<file path="src/i2c_engine_cfg.svh">
`ifndef I2C_ENGINE_CFG_SVH
`define I2C_ENGINE_CFG_SVH
// ==========================================
// Register offsets (byte wide, own choice of indices)
`define I2C_OFF_CTRL 3'h0
`define I2C_OFF_ST1 3'h1
`define I2C_OFF_ST2 3'h2
`define I2C_OFF_CLK 3'h3
`define I2C_OFF_DATA 3'h4
// ==========================================
// Control field positions
`define I2C_CTL_ITE 0
`define I2C_CTL_STOP 1
`define I2C_CTL_ACK 2
`define I2C_CTL_START 3
`define I2C_CTL_EN 5
// ==========================================
// Reset values
`define I2C_CTRL_RST 8'h00
`define I2C_CLK_RST 8'h00
`define I2C_DATA_RST 8'h00
// ==========================================
// Timing: standard splits a bit in 2 phases, fast in 3
`define I2C_STD_PHASES 2'h2
`define I2C_FAST_PHASES 2'h3
`define I2C_DIV_OFFSET 8'h02
`endif

</file>
<file path="src/i2c_engine_pkg.sv">
package i2c_engine_pkg;
   typedef struct packed {
      logic rd;
      logic wr;
      logic [2:0] addr;
      logic [7:0] wdata;
   } reg_req_t;
   typedef struct packed {
      logic o;
      logic oe;
   } od_pin_t;
   typedef enum logic [3:0] {
      ST_IDLE, ST_START_A, ST_START_B, ST_WAIT_ADDR, ST_BIT_LO, ST_BIT_HI,
      ST_WAIT, ST_STOP_A, ST_STOP_B, ST_STOP_C
   } eng_state_t;
endpackage

</file>
<file path="src/i2c_pin_sync.sv">
`timescale 1ns/1ps
`default_nettype none
// ==========================================
// Three-stage synchroniser; a change counts when stages two and three agree
module i2c_pin_sync (
   input wire logic clk_i,
   input wire logic rst_n_i,
   input wire logic pin_i,
   output logic level_o
);
   logic s1;
   logic s2;
   logic s3;
   always_ff @(posedge clk_i or negedge rst_n_i) begin
      if (!rst_n_i) begin
         s1 <= 1'b1;
         s2 <= 1'b1;
         s3 <= 1'b1;
         level_o <= 1'b1;
      end else begin
         s1 <= pin_i;
         s2 <= s1;
         s3 <= s2;
         if (s2 == s3) begin
            level_o <= s3;
         end
      end
   end
endmodule
`default_nettype wire

</file>
<file path="src/i2c_phase_tick.sv">
`timescale 1ns/1ps
`default_nettype none
// ==========================================
// Phase divider: one tick every (divider+2) cycles
module i2c_phase_tick #(
   parameter int DIV_W = 7
) (
   input wire logic clk_i,
   input wire logic rst_n_i,
   input wire logic run_i,
   input wire logic [DIV_W-1:0] div_i,
   output logic tick_o
);
   logic [DIV_W:0] cnt;
   wire [DIV_W:0] limit = {1'b0, div_i} + (DIV_W+1)'(1);
   always_ff @(posedge clk_i or negedge rst_n_i) begin
      if (!rst_n_i) begin
         cnt <= '0;
         tick_o <= 1'b0;
      end else if (!run_i || cnt >= limit) begin
         cnt <= '0;
         tick_o <= run_i;
      end else begin
         cnt <= cnt + (DIV_W+1)'(1);
         tick_o <= 1'b0;
      end
   end
endmodule
`default_nettype wire

</file>
<file path="src/i2c_single_master_engine.sv">
`timescale 1ns/1ps
`default_nettype none
`include "i2c_engine_cfg.svh"
// Behaviour
// Idle after reset; master on start, back to idle after stop.
// Engine drives clock; start and stop come from control bits.
// Bytes shifted MSB first; first byte after start is the address.
// Ninth clock pulse after each byte carries the acknowledge.
// Control bit enables returning acknowledge on received bytes.
// Speed select chooses standard or fast range.
// Transmitting: clock held low until software writes next byte.
// Receiving: clock held low until software reads received byte.
// Bus clock from programmable divider, dependent on speed select.
// Pins open-drain while enabled, released when disabled.
// Start request: master flag, start condition, event and start flags.
// After start, hold clock until status read then address write.
// After address, event flag; hold until status read and control write.
// Receiver: acknowledge pulse if enabled, then event and byte flags.
// Receiver waits for status read then data read before next byte.
// Stop set before final read ends reception and returns to idle.
// Software clears acknowledge before reading second-to-last byte.
// Transmitter waits status read plus data write; ack sets flags.
// Stop set after final write ends transmission after that byte.
// Missing ack sets event and failure flags, no hold, resume on start/stop.
// Bus clock = clk/(2*(div+2)) standard, clk/(3*(div+2)) fast.
// Enable clear resets control and status except stop, releases outputs.
// First enabling write only sets enable; second write applies rest.
// Status read recorded; pending event cleared only by matching access.
module i2c_single_master_engine (
   input wire logic clk_i,
   input wire logic rst_n_i,
   input wire i2c_engine_pkg::reg_req_t req_i,
   output logic [7:0] rdata_o,
   output logic irq_o,
   input wire logic serial_clock_pin_i,
   output i2c_engine_pkg::od_pin_t serial_clock_pin_o,
   input wire logic serial_data_pin_i,
   output i2c_engine_pkg::od_pin_t serial_data_pin_o,
   output logic pins_owned_o
);
   import i2c_engine_pkg::*;
   // ==========================================
   // Registers
   logic block_enable;
   logic start_req;
   logic ack_en;
   logic stop_req;
   logic irq_enable;
   logic [7:0] clk_reg;
   logic [7:0] data_reg;
   logic event_flag;
   logic start_sent_flag;
   logic byte_done_flag;
   logic ack_failure_flag;
   logic tx_flag;
   logic master_idle_state;
   logic addr_flag;
   logic st1_seen;
   eng_state_t state;
   logic [7:0] shreg;
   logic [3:0] bitn;
   logic [1:0] ph;
   logic is_addr;
   logic rx_mode;
   logic scl_low;
   logic sda_low;
   logic scl_s;
   logic sda_s;
   logic tick;
   // ==========================================
   // Decode
   wire rd_ctrl = req_i.rd && req_i.addr == `I2C_OFF_CTRL;
   wire rd_st1 = req_i.rd && req_i.addr == `I2C_OFF_ST1;
   wire rd_st2 = req_i.rd && req_i.addr == `I2C_OFF_ST2;
   wire rd_data = req_i.rd && req_i.addr == `I2C_OFF_DATA;
   wire wr_ctrl = req_i.wr && req_i.addr == `I2C_OFF_CTRL;
   wire wr_clk = req_i.wr && req_i.addr == `I2C_OFF_CLK;
   wire wr_data = req_i.wr && req_i.addr == `I2C_OFF_DATA;
   // Sequence completions need a prior status read
   wire seq_wr_data = wr_data && st1_seen;
   wire seq_rd_data = rd_data && st1_seen;
   wire seq_wr_ctrl = wr_ctrl && st1_seen;
   wire clr_sb = seq_wr_data && start_sent_flag;
   wire clr_addr = seq_wr_ctrl && addr_flag;
   wire clr_btf = byte_done_flag && (tx_flag ? seq_wr_data : seq_rd_data);
   // Phases per bit: 2 standard, 3 fast
   // Low phase takes all divider phases but the last; high phase takes one
   wire [1:0] last_ph = clk_reg[7] ? `I2C_FAST_PHASES - 2'h2 : `I2C_STD_PHASES - 2'h2;
   wire ph_end = tick && ph == last_ph;
   wire hold = start_sent_flag || byte_done_flag || addr_flag;
   wire [7:0] st1_val = {event_flag, 1'b0, tx_flag, 1'b0, byte_done_flag, 1'b0,
                         master_idle_state, start_sent_flag};
   wire [7:0] ctrl_val = {2'b00, block_enable, 1'b0, start_req, ack_en, stop_req, irq_enable};
   wire [7:0] next_rdata = rd_ctrl ? ctrl_val :
                           rd_st1 ? st1_val :
                           rd_st2 ? {3'b000, ack_failure_flag, 4'h0} :
                           (req_i.rd && req_i.addr == `I2C_OFF_CLK) ? clk_reg :
                           rd_data ? data_reg : 8'h00;
   // Event set by hardware this cycle
   logic set_sb;
   logic set_addr;
   logic set_btf;
   logic set_af;
   logic stop_done;
   i2c_phase_tick #(.DIV_W(7)) u_tick (
      .clk_i(clk_i),
      .rst_n_i(rst_n_i),
      .run_i(block_enable && state != ST_IDLE && state != ST_WAIT && state != ST_WAIT_ADDR),
      .div_i(clk_reg[6:0]),
      .tick_o(tick)
   );
   i2c_pin_sync u_scl (
      .clk_i(clk_i),
      .rst_n_i(rst_n_i),
      .pin_i(serial_clock_pin_i),
      .level_o(scl_s)
   );
   i2c_pin_sync u_sda (
      .clk_i(clk_i),
      .rst_n_i(rst_n_i),
      .pin_i(serial_data_pin_i),
      .level_o(sda_s)
   );
   // ==========================================
   // Control register
   always_ff @(posedge clk_i or negedge rst_n_i) begin
      if (!rst_n_i) begin
         {block_enable, start_req, ack_en, stop_req, irq_enable} <= 5'h00;
         clk_reg <= `I2C_CLK_RST;
      end else begin
         if (wr_clk) begin
            clk_reg <= req_i.wdata;
         end
         if (wr_ctrl && !req_i.wdata[`I2C_CTL_EN]) begin
            block_enable <= 1'b0;
            {start_req, ack_en, irq_enable} <= 3'b000;
            stop_req <= req_i.wdata[`I2C_CTL_STOP];
         end else if (wr_ctrl && !block_enable) begin
            block_enable <= 1'b1;
         end else if (wr_ctrl) begin
            start_req <= req_i.wdata[`I2C_CTL_START];
            ack_en <= req_i.wdata[`I2C_CTL_ACK];
            stop_req <= req_i.wdata[`I2C_CTL_STOP];
            irq_enable <= req_i.wdata[`I2C_CTL_ITE];
         end else begin
            if (set_sb) begin
               start_req <= 1'b0;
            end
            if (stop_done) begin
               stop_req <= 1'b0;
            end
         end
      end
   end
   // ==========================================
   // Status flags; hardware set wins over software clear
   always_ff @(posedge clk_i or negedge rst_n_i) begin
      if (!rst_n_i) begin
         {event_flag, start_sent_flag, byte_done_flag, ack_failure_flag} <= 4'h0;
         {tx_flag, addr_flag, st1_seen} <= 3'b000;
      end else if (!block_enable) begin
         {event_flag, start_sent_flag, byte_done_flag, ack_failure_flag} <= 4'h0;
         {tx_flag, addr_flag, st1_seen} <= 3'b000;
      end else begin
         if (rd_st1) begin
            st1_seen <= 1'b1;
         end else if (req_i.rd || req_i.wr) begin
            st1_seen <= 1'b0;
         end
         start_sent_flag <= set_sb || (start_sent_flag && !clr_sb);
         addr_flag <= set_addr || (addr_flag && !clr_addr);
         byte_done_flag <= set_btf || (byte_done_flag && !clr_btf);
         ack_failure_flag <= set_af || (ack_failure_flag && !rd_st2);
         if (set_btf) begin
            tx_flag <= !rx_mode;
         end else if (clr_btf) begin
            tx_flag <= 1'b0;
         end
         event_flag <= set_sb || set_addr || set_btf || set_af ||
                       (event_flag && !(clr_sb || clr_addr || clr_btf || (rd_st2 && ack_failure_flag)));
      end
   end
   // ==========================================
   // Bus engine; each bit is low phase then high phase of the divided clock
   always_ff @(posedge clk_i or negedge rst_n_i) begin
      if (!rst_n_i) begin
         state <= ST_IDLE;
         master_idle_state <= 1'b0;
         {scl_low, sda_low, is_addr, rx_mode} <= 4'h0;
         shreg <= 8'h00;
         bitn <= 4'h0;
         ph <= 2'h0;
         data_reg <= `I2C_DATA_RST;
         {set_sb, set_addr, set_btf, set_af, stop_done} <= 5'h00;
      end else if (!block_enable) begin
         state <= ST_IDLE;
         master_idle_state <= 1'b0;
         {scl_low, sda_low, is_addr, rx_mode} <= 4'h0;
         ph <= 2'h0;
         {set_sb, set_addr, set_btf, set_af, stop_done} <= 5'h00;
      end else begin
         {set_sb, set_addr, set_btf, set_af, stop_done} <= 5'h00;
         if (wr_data) begin
            data_reg <= req_i.wdata;
         end
         if (tick) begin
            ph <= (ph_end || state == ST_BIT_HI) ? 2'h0 : ph + 2'h1;
         end
         case (state)
            ST_IDLE: begin
               if (start_req && scl_s && sda_s) begin
                  master_idle_state <= 1'b1;
                  state <= ST_START_A;
               end
            end
            ST_START_A: begin
               // Release lines high before the falling data edge, serves repeated start
               sda_low <= 1'b0;
               if (ph_end && scl_low) begin
                  scl_low <= 1'b0;
               end else if (ph_end) begin
                  state <= ST_START_B;
               end
            end
            ST_START_B: begin
               sda_low <= 1'b1;
               if (ph_end) begin
                  scl_low <= 1'b1;
                  set_sb <= 1'b1;
                  is_addr <= 1'b1;
                  rx_mode <= 1'b0;
                  state <= ST_WAIT_ADDR;
               end
            end
            ST_WAIT_ADDR: begin
               if (clr_sb) begin
                  shreg <= req_i.wdata;
                  rx_mode <= req_i.wdata[0];
                  bitn <= 4'h0;
                  state <= ST_BIT_LO;
               end
            end
            ST_BIT_LO: begin
               scl_low <= 1'b1;
               if (bitn == 4'h8) begin
                  // Ninth pulse: master drives ack only when receiving data
                  sda_low <= rx_mode && !is_addr && ack_en;
               end else begin
                  sda_low <= (rx_mode && !is_addr) ? 1'b0 : !shreg[7];
               end
               if (ph_end) begin
                  state <= ST_BIT_HI;
               end
            end
            ST_BIT_HI: begin
               scl_low <= 1'b0;
               // No stretch detection: pin sync lag would distort the bit period
               if (tick) begin
                  if (bitn == 4'h8) begin
                     bitn <= 4'h0;
                     scl_low <= 1'b1;
                     if ((!rx_mode || is_addr) && sda_s) begin
                        set_af <= 1'b1;
                        state <= ST_WAIT;
                     end else if (is_addr) begin
                        set_addr <= 1'b1;
                        state <= ST_WAIT;
                     end else begin
                        set_btf <= 1'b1;
                        if (rx_mode) begin
                           data_reg <= shreg;
                        end
                        state <= ST_WAIT;
                     end
                  end else begin
                     shreg <= {shreg[6:0], sda_s};
                     bitn <= bitn + 4'h1;
                     state <= ST_BIT_LO;
                  end
               end
            end
            ST_WAIT: begin
               // Failure wait does not stretch: clock released high
               if (ack_failure_flag && !hold) begin
                  scl_low <= 1'b0;
               end
               if (start_req) begin
                  state <= ST_START_A;
               end else if (stop_req && (clr_btf || !hold || tx_flag)) begin
                  state <= ST_STOP_A;
               end else if (clr_addr) begin
                  is_addr <= 1'b0;
                  // Transmitter then waits for its first data byte
                  if (rx_mode) begin
                     state <= ST_BIT_LO;
                  end else begin
                     set_btf <= 1'b1;
                  end
               end else if (clr_btf && rx_mode) begin
                  state <= ST_BIT_LO;
               end else if (clr_btf) begin
                  shreg <= req_i.wdata;
                  state <= ST_BIT_LO;
               end
            end
            ST_STOP_A: begin
               scl_low <= 1'b1;
               sda_low <= 1'b1;
               if (ph_end) begin
                  state <= ST_STOP_B;
               end
            end
            ST_STOP_B: begin
               scl_low <= 1'b0;
               if (ph_end) begin
                  state <= ST_STOP_C;
               end
            end
            ST_STOP_C: begin
               sda_low <= 1'b0;
               if (ph_end) begin
                  master_idle_state <= 1'b0;
                  stop_done <= 1'b1;
                  state <= ST_IDLE;
               end
            end
            default: begin
               state <= ST_IDLE;
            end
         endcase
      end
   end
   // ==========================================
   // Outputs; open-drain pins only pull low
   always_ff @(posedge clk_i or negedge rst_n_i) begin
      if (!rst_n_i) begin
         rdata_o <= 8'h00;
         irq_o <= 1'b0;
         serial_clock_pin_o <= '0;
         serial_data_pin_o <= '0;
         pins_owned_o <= 1'b0;
      end else begin
         rdata_o <= next_rdata;
         irq_o <= irq_enable && event_flag;
         serial_clock_pin_o <= '{o: 1'b0, oe: block_enable && scl_low};
         serial_data_pin_o <= '{o: 1'b0, oe: block_enable && sda_low};
         pins_owned_o <= block_enable;
      end
   end
endmodule
`default_nettype wire

</file>
<file path="config.mk">
export PLATFORM = sky130hd
export DESIGN_NAME = i2c_single_master_engine
export DESIGN_NICKNAME = d
export VERILOG_FILES = /design/src/i2c_engine_pkg.sv /design/src/i2c_pin_sync.sv /design/src/i2c_phase_tick.sv /design/src/i2c_single_master_engine.sv
export VERILOG_INCLUDE_DIRS = /design/src /design/src/src
export SDC_FILE = /design/constraint.sdc
export NUM_CORES = 1
export LEC_CHECK = 0
export ABC_AREA = 1
export BUFFER_PORTS_ARGS = -buffer_cell sky130_fd_sc_hd__buf_4
export CORE_MARGIN = 4
export CORE_UTILIZATION = 55
export DETAILED_ROUTE_END_ITERATION = 8
export PLACE_DENSITY = 0.77
export SYNTH_ARGS = -nofsm -noshare
export SYNTH_HDL_FRONTEND = slang
export SYNTH_SLANG_ARGS = --single-unit
</file>
<file path="constraint.sdc">
create_clock -name clk_i -period 2 [get_ports clk_i]
set_clock_uncertainty 0.05 [all_clocks]
set_input_delay 0.2 -clock clk_i [delete_from_list [all_inputs] [get_ports clk_i]]
set_output_delay 0.2 -clock clk_i [all_outputs]
set_load 0.005 [all_outputs]
</file>
==> results of run 1 <==
-- layout by cell type (no fill, tap or decap), types with 20 or more instances in the layout --
cell type  Yosys  final
inv_1         65     65
o21ai_0       46     45
nor2_1        47     45
nand2_1      124    123
nand3_1       42     41
buf_4          3     57
dfrtp_1       77     76
a21oi_1       20     20
o211ai_1      20     20
-- layout make-up --
| cell class | instances | area [µm²] | area share (%) |
|---|---|---|---|
| sequential | 85 | 2138 | 40.31 |
| inverter | 70 | 262.8 | 4.953 |
| timing repair buffer | 61 | 478.0 | 9.009 |
| clock inverter | 6 | 86.33 | 1.627 |
| multi-input combinational | 381 | 2074 | 39.10 |
| clock buffer | 10 | 137.6 | 2.594 |
| tap | 102 | 127.6 | 2.406 |
-- worst paths after layout --
check                           start             to  slack (ns)
max                        clk_reg[1]  u_tick.cnt[0]       -0.11
min                         req_i[12]       st1_seen        0.09
max reg2reg                clk_reg[1]  u_tick.cnt[0]       -0.11
min reg2reg                  u_scl.s1       u_scl.s2        0.31
max in group asynchronous     rst_n_i  u_sda.level_o        1.01
min in group asynchronous     rst_n_i       st1_seen        0.28
-- where the power goes --
| part | internal, mW | switching [mW] |
|---|---|---|
| Sequential | 2.10 | 0.326 |
| Combinational | 0.794 | 1.24 |
| Clock | 0.735 | 0.610 |
| Total | 3.63 | 2.18 |
-- synthesized netlist by cell type (2+ instances only) --
cell,n,area share (%)
nand2_1,124,10
dfrtp_1,77,43
inv_1,65,5.4
nor2_1,47,3.9
o21ai_0,46,5.1
nand3_1,42,4.7
a21oi_1,20,2.2
o211ai_1,20,3.3
ha_1,12,3.3
xor2_1,11,2.1
clkbuf_1,8,0.67
dfstp_2,8,4.7
nand4_1,8,1.1
nor3_1,7,0.78
inv_2,4,0.33
nand3b_1,4,0.67
buf_4,3,0.50
o2111ai_1,3,0.59
buf_1,2,0.17
buf_2,2,0.22
maj3_1,2,0.45
nand2_2,2,0.28
nor2_2,2,0.28
nor2_4,2,0.50
nor3_4,2,0.72
nor4_1,2,0.28
o21ai_1,2,0.22
o22ai_1,2,0.28
o31ai_1,2,0.33
xnor2_1,2,0.39
-- critical path, delay by kind of cell (launching register included) --
| family | cells | cell delay, ns |
|---|---|---|
| flip-flops | 1 | 0.40 |
| XOR/XNOR | 1 | 0.14 |
| adder cells (fa/ha/maj) | 2 | 0.50 |
| AO/OA/AOI/OAI | 1 | 0.09 |
| AND/OR/NAND/NOR | 8 | 0.82 |
-- cell families after synthesis --
group,synth area share (%)
other cells,0.08351
fa+ha+maj,3.789
buf+inv,7.411
xor+xnor,2.536
simple gates,24.58
compound gates,14.02
flops,47.59
-- stage by stage --
step                instance area (µm²)  std cells  worst slack [ns]   TNS, ns  total power, mW
floorplan                          4512        551          -0.01154  -0.08985            3.759
global placement                   5000        695           -0.1173   -0.8306            4.308
detailed placement                 5000        695           -0.2034    -1.512            4.390
CTS                                5280        715           -0.1151   -0.8671            5.788
global route                       5305        715           -0.2508    -2.149            6.250
finish                             5305        715           -0.1118   -0.9026            5.811
-- layer usage --
metal | vias up | wire length, µm | GRT usage, %
li1 | 1948 | - | -
met4 | 0 | 144 | 4.937
met3 | 24 | 658 | 5.357
met1 | 1864 | 4725 | 31.33
met5 | - | 0 | 0
met2 | 132 | 5351 | 39.63
-- what timing repair did --
item                                    in CTS  in global routing
setup buffers                                1                  0
cloned                                       0                  0
pin swaps                                    7                  6
endpoints found under the hold margin       31                  0
hold buffers                                 3                  0
endpoints found under the setup margin       9                 33
resized for setup                            5                  7
==> run summary, run 1 <==
status -> complete, but fails checks
failing checks -> negative setup slack
first-pass iteration count of the detailed router -> 5
HP Class -> in -> reg
initial antenna violation count -> 0
Max Buffers Root-to-Sink -> 2
Max Cap Viol -> 0
maximum achievable frequency -> 473.5 MHz
Setup violations, final -> 9
CP Capture Type -> flip-flop
leak pwr -> 2.605 nW
total CTS buffers -> 9
largest net degree at the start of global routing -> 39
asr flop ratio synth -> 100.0%
crit path DAT -> 2.31 ns
Placer Congestion -> 0.9295
Vias/cell -> 5.550
IO Pins -> 31
EDFF count, synth -> 0
CP max stage cell -> dfrtp_1
area of the die -> 9675 µm²
Cell variety after synth -> 47
# rows -> 32
synthesized area -> 4491 µm²
hpwl dp -> 8.209 mm
Syn Area/Cell -> 8.165 µm²
Ys Warns -> 0
RSZ-0062 raised after global routing -> yes
WL final -> 10.88 mm
final hold slack -> 0.09176 ns
Rel. slew slack -> 61.32%
first-pass GRT wire length -> 18.57 mm
Post-DRT Antenna Nets -> 0
via count -> 3,968
GRT Resource Usage Total -> 23.54%
Root Buffer -> clkbuf_8
Die Ht -> 98.36 µm
Setup crit start kind -> flip-flop
final worst path period need -> 2.112 ns
Post-Syn Instances -> 550
CTS tree -> done
clock latency on the worst-skew pair -> 0.35 ns
filler instances -> 652
CP max FO -> 8
Buffers on Ports -> 28
crit share post-route -> 105.6%
Yosys reg bits -> 85
peak supply drop -> 539.7 µV
Hold Path Stages -> 4
worst path cell trace -> ha_2, nand3_2, nor2_2, nand2_1, xor2_1, ha_1, nand2_2, nor2_4, nand4_1, o2111ai_2, nand2b_4, nor2_1
H-tree depth -> 3
wire per inst -> 15.22 µm
vias in the first global route -> 3,904
DRC viols -> 0
First DRT Iteration DRCs -> 284
Util after Layout -> 67.60%
Sink Count -> 85
crit path kind -> reg -> reg
share of layout cells above drive strength 1 -> 17.62%
CP required -> 2.19 ns
GRT overflow -> 0
Worst-Margin Slew -> 0.5785 ns
Antenna Cells -> 0
Area Overhead vs Synth -> 18.14%
initial core utilization -> 57.22%
register area share after synthesis -> 47.59%
Clk pin slew, worst setup/hold paths -> 0.08 ns
Synth Flop Type -> dfrtp_1
Max stage delay on crit path -> 0.40 ns
die span in x -> 98.36 µm
R2R depth -> 12
Setup WS post-layout -> -0.1118 ns
Slew Limit Fails -> 0
pwr dens -> 1095 nW/µm²
final hold vios -> 0
core region area -> 7848 µm²
Nets -> 637
No activity file was read; power rests on OpenSTA's default activity.
==> run 2: changes to the inputs <==
CORE_ASPECT_RATIO = 0.7   (was unset)
==> run 2 against run 1 <==
The flow still finishes with violations (negative setup slack). Non-clock buffer count rose by 4. Global-route usage rose by 3.5 points. Hold slack got worse by 0.0087 ns. Critical path depth did not move. Critical endpoint is now u_tick.cnt[1]. Largest power group unchanged. Highest routed layer unchanged.
==> run summary, run 2 (same netlist as run 1, synthesis figures left out) <==
status -> complete, but fails checks (unchanged)
failing checks -> negative setup slack (unchanged)
Max Buffers Root-to-Sink -> 2 (unchanged)
vias in the first global route -> 4,005 (was 3,904)
multi-input logic area -> 2111 µm² (was 2074 µm²)
area of the die -> 9698 µm² (was 9675 µm²)
Net Switching -> 2.374 mW (was 2.179 mW)
GRT Resource Usage Total -> 27.04% (was 23.54%)
Antenna Cells -> 0 (unchanged)
initial core utilization -> 56.81% (was 57.22%)
first-pass iteration count of the detailed router -> 8 (was 5)
Final TNS setup -> -0.8708 ns (was -0.9026 ns)
most used cell, CP -> nor2_1
Hold Path Stages -> 2 (was 4)
pre-CTS setup slack -> -0.2122 ns (was -0.2034 ns)
most common cell after layout, fill and taps aside -> nand2_1 (unchanged)
final worst path period need -> 2.117 ns (was 2.112 ns)
Sequential Power Share -> 39.1% (was 41.8%)
Buffers on Ports -> 28 (unchanged)
Sw Share -> 37.65% (was 37.49%)
Rel. slew slack -> 61.47% (was 61.32%)
Slew Limit Fails -> 0 (unchanged)
Worst-Margin Slew -> 0.5736 ns (was 0.5785 ns)
worst path cell trace -> ha_4, nand3_2, nor2_1, nand2_1, xor2_1, ha_1, nand2_2, nor2_4, nand4_1, o2111ai_2, nand2b_4, nor2_1 (was ha_2, nand3_2, nor2_2, nand2_1, xor2_1, ha_1, nand2_2, nor2_4, nand4_1, o2111ai_2, nand2b_4, nor2_1)
R2R depth -> 12 (unchanged)
peak supply drop -> 712.1 µV (was 539.7 µV)
final hold vios -> 0 (unchanged)
Power Internal -> 3.931 mW (was 3.632 mW)
DRC viols -> 0 (unchanged)
pwr dens -> 1158 nW/µm² (was 1095 nW/µm²)
Area Overhead vs Synth -> 21.29% (was 18.14%)
reg-to-reg startpoint -> clk_reg[1] (unchanged)
GRT overflow -> 0 (unchanged)
IO Pins -> 31 (unchanged)
WL final -> 12.32 mm (was 10.88 mm)
total CTS buffers -> 9 (unchanged)
CP required -> 2.18 ns (was 2.19 ns)
Max stage delay on crit path -> 0.42 ns (was 0.40 ns)
via count -> 4,157 (was 3,968)
die span in x -> 116 µm (was 98.36 µm)
Die Ht -> 83.60 µm (was 98.36 µm)
# rows -> 27 (was 32)
Sink Count -> 85 (unchanged)
Nets -> 641 (was 637)
combinational fraction of design power -> 34.3% (was 35.1%)
CP max FO -> 8 (unchanged)
crit path kind -> reg -> reg (unchanged)
CP max stage cell -> dfrtp_1 (unchanged)
HP Class -> in -> reg (unchanged)
initial antenna violation count -> 0 (unchanged)
Post-DRT Antenna Nets -> 0 (unchanged)
WP buf/inv -> 0 (unchanged)
Setup violations, final -> 9 (unchanged)
CP Capture Type -> flip-flop (unchanged)
clock latency on the worst-skew pair -> 0.34 ns (was 0.35 ns)
Pwr Total -> 6.306 mW (was 5.811 mW)
filler instances -> 645 (was 652)
maximum achievable frequency -> 472.5 MHz (was 473.5 MHz)
largest net degree at the start of global routing -> 42 (was 39)
most frequent cells in the layout -> nand2_1 (121), dfrtp_1 (74), inv_1 (64) (was nand2_1 (123), dfrtp_1 (76), inv_1 (65))
First DRT Iteration DRCs -> 448 (was 284)
leak pwr -> 2.652 nW (was 2.605 nW)
hpwl dp -> 8.896 mm (was 8.209 mm)
core region area -> 7905 µm² (was 7848 µm²)
wire per inst -> 17.16 µm (was 15.22 µm)
Vias/cell -> 5.790 (was 5.550)
first-pass GRT wire length -> 20.35 mm (was 18.57 mm)
Root Buffer -> clkbuf_16 (was clkbuf_8)
register area -> 2141 µm² (was 2138 µm²)
Util after Layout -> 68.90% (was 67.60%)
share of layout cells above drive strength 1 -> 19.12% (was 17.62%)
Worst Hold End -> start_req (was st1_seen)
Max Cap Viol -> 0 (unchanged)
Clk pin slew, worst setup/hold paths -> 0.06 ns (was 0.08 ns)
crit share post-route -> 105.8% (was 105.6%)
CTS tree -> done (unchanged)
crit path DAT -> 2.30 ns (was 2.31 ns)
H-tree depth -> 3 (unchanged)
Crit path max-delay family -> simple AND/OR/NAND/NOR gates (unchanged)
Clock power frac -> 26.6% (was 23.1%)
Placer Congestion -> 0.9196 (was 0.9295)
worst setup path startpoint -> clk_reg[1] (unchanged)
Setup crit start kind -> flip-flop (unchanged)
reg-to-reg setup timing slack -> -0.12 ns (was -0.11 ns)
Setup WS post-layout -> -0.1166 ns (was -0.1118 ns)
min-delay src -> req_i[3] (was req_i[12])
worst r2r dst -> u_tick.cnt[1] (was u_tick.cnt[0])
RSZ-0062 raised after global routing -> yes (unchanged)
run 2: layout make-up:
class | instances | share of cell area, %
flip-flops and latches | 85 | 39.31
multi-input cells | 381 | 38.75
repair buffers | 65 | 9.396
inverters | 70 | 4.824
clock buffers | 12 | 4.526
well taps | 101 | 2.320
clock inverters | 4 | 0.8730
run 2: worst max path at each step:
stage | to | slack (ns) | cells past startpoint
finish | u_tick.cnt[1] | -0.12 | 12
floorplan | u_tick.cnt[1] | -0.01 | 13
CTS | u_tick.cnt[1] | -0.08 | 12
detailed placement | u_tick.cnt[1] | -0.21 | 12
global route | u_tick.cnt[1] | -0.24 | 12
global placement | u_tick.cnt[1] | -0.12 | 12
run 2: worst reg2reg max path, delay by kind of cell, from the launching register on:
| kind | cells | cell delay [ns] |
|---|---|---|
| AND/OR/NAND/NOR | 8 | 0.85 |
| adder cells (fa/ha/maj) | 2 | 0.47 |
| flip-flops | 1 | 0.42 |
| XOR/XNOR | 1 | 0.14 |
| AO/OA/AOI/OAI | 1 | 0.09 |
run 2: timing repair:
action / CTS / global route
hold buffers: 3 / 0
hold endpoints to repair: 33 / 0
endpoints found under the setup margin: 12 / 34
gates resized for setup: 6 / 15
buffers inserted: 1 / 2
pin swaps: 6 / 3
run 2: metrics by stage:
| stage | hold WS [ns] | instance area, µm² | instances |
|---|---|---|---|
| after floorplan | -0.1456 | 4512 | 551 |
| after global placement | 0.1648 | 5014 | 696 |
| after detailed placement | 0.1700 | 5014 | 696 |
| after CTS | 0.07908 | 5365 | 716 |
| after global routing | 0.07967 | 5446 | 718 |
| final | 0.08306 | 5446 | 718 |
run 2: power groups by stage:
stage | sequential [mW] | combinational (mW) | clock (mW)
after CTS | 2.44 | 2.06 | 1.70
after global routing | 2.50 | 2.44 | 1.77
after detailed placement | 2.46 | 1.99 | 0
after global placement | 2.44 | 1.93 | 0
after floorplan | 2.35 | 1.41 | 0
final | 2.46 | 2.16 | 1.68
run 2: layer usage:
metal	share of wire, %	GRT usage (%)	wire length (µm)	up-vias
li1	-	-	-	1950
met1	45	40.78	5595	1986
met2	43	37.91	5314	202
met3	10	7.971	1248	19
met4	1.3	6.849	164	0
met5	0	0	0	-
==> run 3: changes to the inputs <==
CELL_PAD_IN_SITES_DETAIL_PLACEMENT = 1   (was unset)
CELL_PAD_IN_SITES_GLOBAL_PLACEMENT = 1   (was unset)
CORE_UTILIZATION = 41   (was 55)
PLACE_DENSITY = unset   (was 0.77)
PLACE_DENSITY_LB_ADDON = 0.1   (was unset)
==> run 3 against run 2 <==
The run still ends with negative setup slack left. Cell count is 6.8% higher. Count of clock-buffer cells in the layout is 2 lower. Via count about the same. Worst setup slack got worse by 0.023 ns. Wire length rose by 16%. Fmax shrank 1.1%. Utilization is 16 points lower. Critical path depth is the same. Sequential power hardly changed. Die area increased by 31%. Hold slack better by 0.012 ns. Highest routed layer unchanged.
==> run summary, run 3 (same netlist as run 1, synthesis figures left out) <==
most common cell after layout, fill and taps aside -> nand2_1 (unchanged)
crit share post-route -> 107.0% (was 105.8%)
crit path kind -> reg -> reg (unchanged)
Setup violations, final -> 9 (unchanged)
pwr dens -> 1166 nW/µm² (was 1158 nW/µm²)
GRT Resource Usage Total -> 24.18% (was 27.04%)
Setup crit start kind -> flip-flop (unchanged)
Root Buffer -> clkbuf_16 (unchanged)
largest net degree at the start of global routing -> 58 (was 42)
final worst path period need -> 2.140 ns (was 2.117 ns)
leak pwr -> 2.678 nW (was 2.652 nW)
core region area -> 10,510 µm² (was 7905 µm²)
wire per inst -> 18.66 µm (was 17.16 µm)
First DRT Iteration DRCs -> 279 (was 448)
RSZ-0062 raised after global routing -> yes (unchanged)
Placer Congestion -> 0.8840 (was 0.9196)
first-pass GRT wire length -> 23.69 mm (was 20.35 mm)
Nets -> 643 (was 641)
Max Buffers Root-to-Sink -> 2 (unchanged)
Final TNS setup -> -1.164 ns (was -0.8708 ns)
Vias/cell -> 5.416 (was 5.790)
initial antenna violation count -> 0 (unchanged)
worst setup path startpoint -> clk_reg[1] (unchanged)
worst path cell trace -> ha_4, nand3_2, nor2_1, nand2_1, xor2_1, ha_1, nand2_2, nor2_4, nand4_1, o2111ai_2, nand2b_4, nor2_1 (unchanged)
Buffers on Ports -> 28 (unchanged)
failing checks -> negative setup slack (unchanged)
CP Capture Type -> flip-flop (unchanged)
CP max stage cell -> dfrtp_1 (unchanged)
Antenna Cells -> 0 (unchanged)
GRT overflow -> 0 (unchanged)
min-delay src -> req_i[3] (unchanged)
H-tree depth -> 3 (unchanged)
total CTS buffers -> 9 (unchanged)
CP required -> 2.18 ns (about the same)
Sink Count -> 85 (unchanged)
CP max FO -> 8 (unchanged)
HP Class -> in -> reg (unchanged)
Clk pin slew, worst setup/hold paths -> 0.07 ns (was 0.06 ns)
Area Overhead vs Synth -> 23.52% (was 21.29%)
Util after Layout -> 52.77% (was 68.90%)
vias in the first global route -> 4,348 (was 4,005)
DRC viols -> 0 (unchanged)
Setup WS post-layout -> -0.1396 ns (was -0.1166 ns)
Max stage delay on crit path -> 0.42 ns (about the same)
CTS tree -> done (unchanged)
area of the die -> 12,720 µm² (was 9698 µm²)
final hold vios -> 0 (unchanged)
peak supply drop -> 500.1 µV (was 712.1 µV)
die span in x -> 133.1 µm (was 116 µm)
maximum achievable frequency -> 467.4 MHz (was 472.5 MHz)
WL final -> 14.31 mm (was 12.32 mm)
crit path DAT -> 2.32 ns (was 2.30 ns)
first-pass iteration count of the detailed router -> 4 (was 8)
IO Pins -> 31 (unchanged)
most frequent cells in the layout -> nand2_1 (120), dfrtp_1 (74), inv_1 (65) (was nand2_1 (121), dfrtp_1 (74), inv_1 (64))
hpwl dp -> 11.05 mm (was 8.896 mm)
initial core utilization -> 42.72% (was 56.81%)
Post-Place Cell Area -> 5115 µm² (was 5014 µm²)
register area -> 2141 µm² (unchanged)
via count -> 4,154 (was 4,157)
share of layout cells above drive strength 1 -> 19.87% (was 19.12%)
multi-input logic area -> 2122 µm² (was 2111 µm²)
# rows -> 31 (was 27)
Slew Limit Fails -> 0 (unchanged)
clock latency on the worst-skew pair -> 0.35 ns (was 0.34 ns)
Max Cap Viol -> 0 (unchanged)
Die Ht -> 95.56 µm (was 83.60 µm)
reg-to-reg startpoint -> clk_reg[1] (unchanged)
most used cell, CP -> nor2_1 (unchanged)
status -> complete, but fails checks (unchanged)
Finished Cell Area -> 5547 µm² (was 5446 µm²)
filler instances -> 1,279 (was 645)
Post-DRT Antenna Nets -> 0 (unchanged)
run 3: changes by cell type in the layout (fill, tap and decap cells not counted), sizes merged:
cell,previous run,this run
buf,62,64
clkbuf,12,10
inv,69,71
run 3: worst max-delay path: cells and delay by family, from the launching register on:
family / cells / cell delay [ns]
DFF: 1 / 0.42
adders and majority gates: 2 / 0.47
xor gates and xnor gates: 1 / 0.16
AOI/OAI and AO/OA: 1 / 0.10
and+or+nand+nor: 8 / 0.82
run 3: final timing paths:
path,to,slack [ns],depth (start not counted)
max in group asynchronous,block_enable,0.97,3
worst min-delay path,start_req,0.1,2
worst max-delay path,u_tick.cnt[3],-0.14,12
worst min register to register,u_sda.s2,0.31,0
min in group asynchronous,state[1],0.29,2
worst max register to register,u_tick.cnt[3],-0.14,12
run 3: cell type report:
class                           instances  share of cell area, %
Clock buffer                           10                  4.128
Clock inverter                          6                  1.286
Inverter                               70                  4.737
Multi-Input combinational cell        381                  38.26
Sequential cell                        85                  38.60
Tap cell                              148                  3.339
Timing Repair Buffer                   67                  9.655
run 3: metrics by stage:
stage / total power [mW] / hold WS [ns] / worst slack (ns) / cells
floorplan: 3.759 / -0.1456 / -0.01154 / 551
global placement: 4.485 / 0.1021 / -0.1837 / 747
detailed placement: 4.598 / 0.1105 / -0.3290 / 747
CTS: 6.410 / 0.08841 / -0.1539 / 766
global route: 6.914 / 0.08502 / -0.2909 / 767
finish: 6.468 / 0.09549 / -0.1396 / 767
run 3: power breakdown:
| group | internal (mW) | total, mW | leakage (nW) | switching (mW) |
|---|---|---|---|---|
| registers | 2.11 | 2.48 | 1.10 | 0.375 |
| logic | 0.861 | 2.26 | 1.44 | 1.39 |
| clock network | 0.982 | 1.73 | 0.145 | 0.746 |
run 3: what timing repair did:
item,in CTS,in global routing
buffers inserted,0,1
hold endpoints to repair,22,0
endpoints found under the setup margin,9,36
hold buffers,3,0
gates resized for setup,8,18
pin swaps,9,8
run 3: metal layers:
| layer | up-vias | wire, µm | GRT usage, % |
|---|---|---|---|
| met5 | - | 0 | 0 |
| met4 | 0 | 132 | 5.536 |
| met3 | 8 | 740 | 4.430 |
| met2 | 98 | 6196 | 36.74 |
| met1 | 2101 | 7240 | 35.95 |
| li1 | 1947 | - | - |
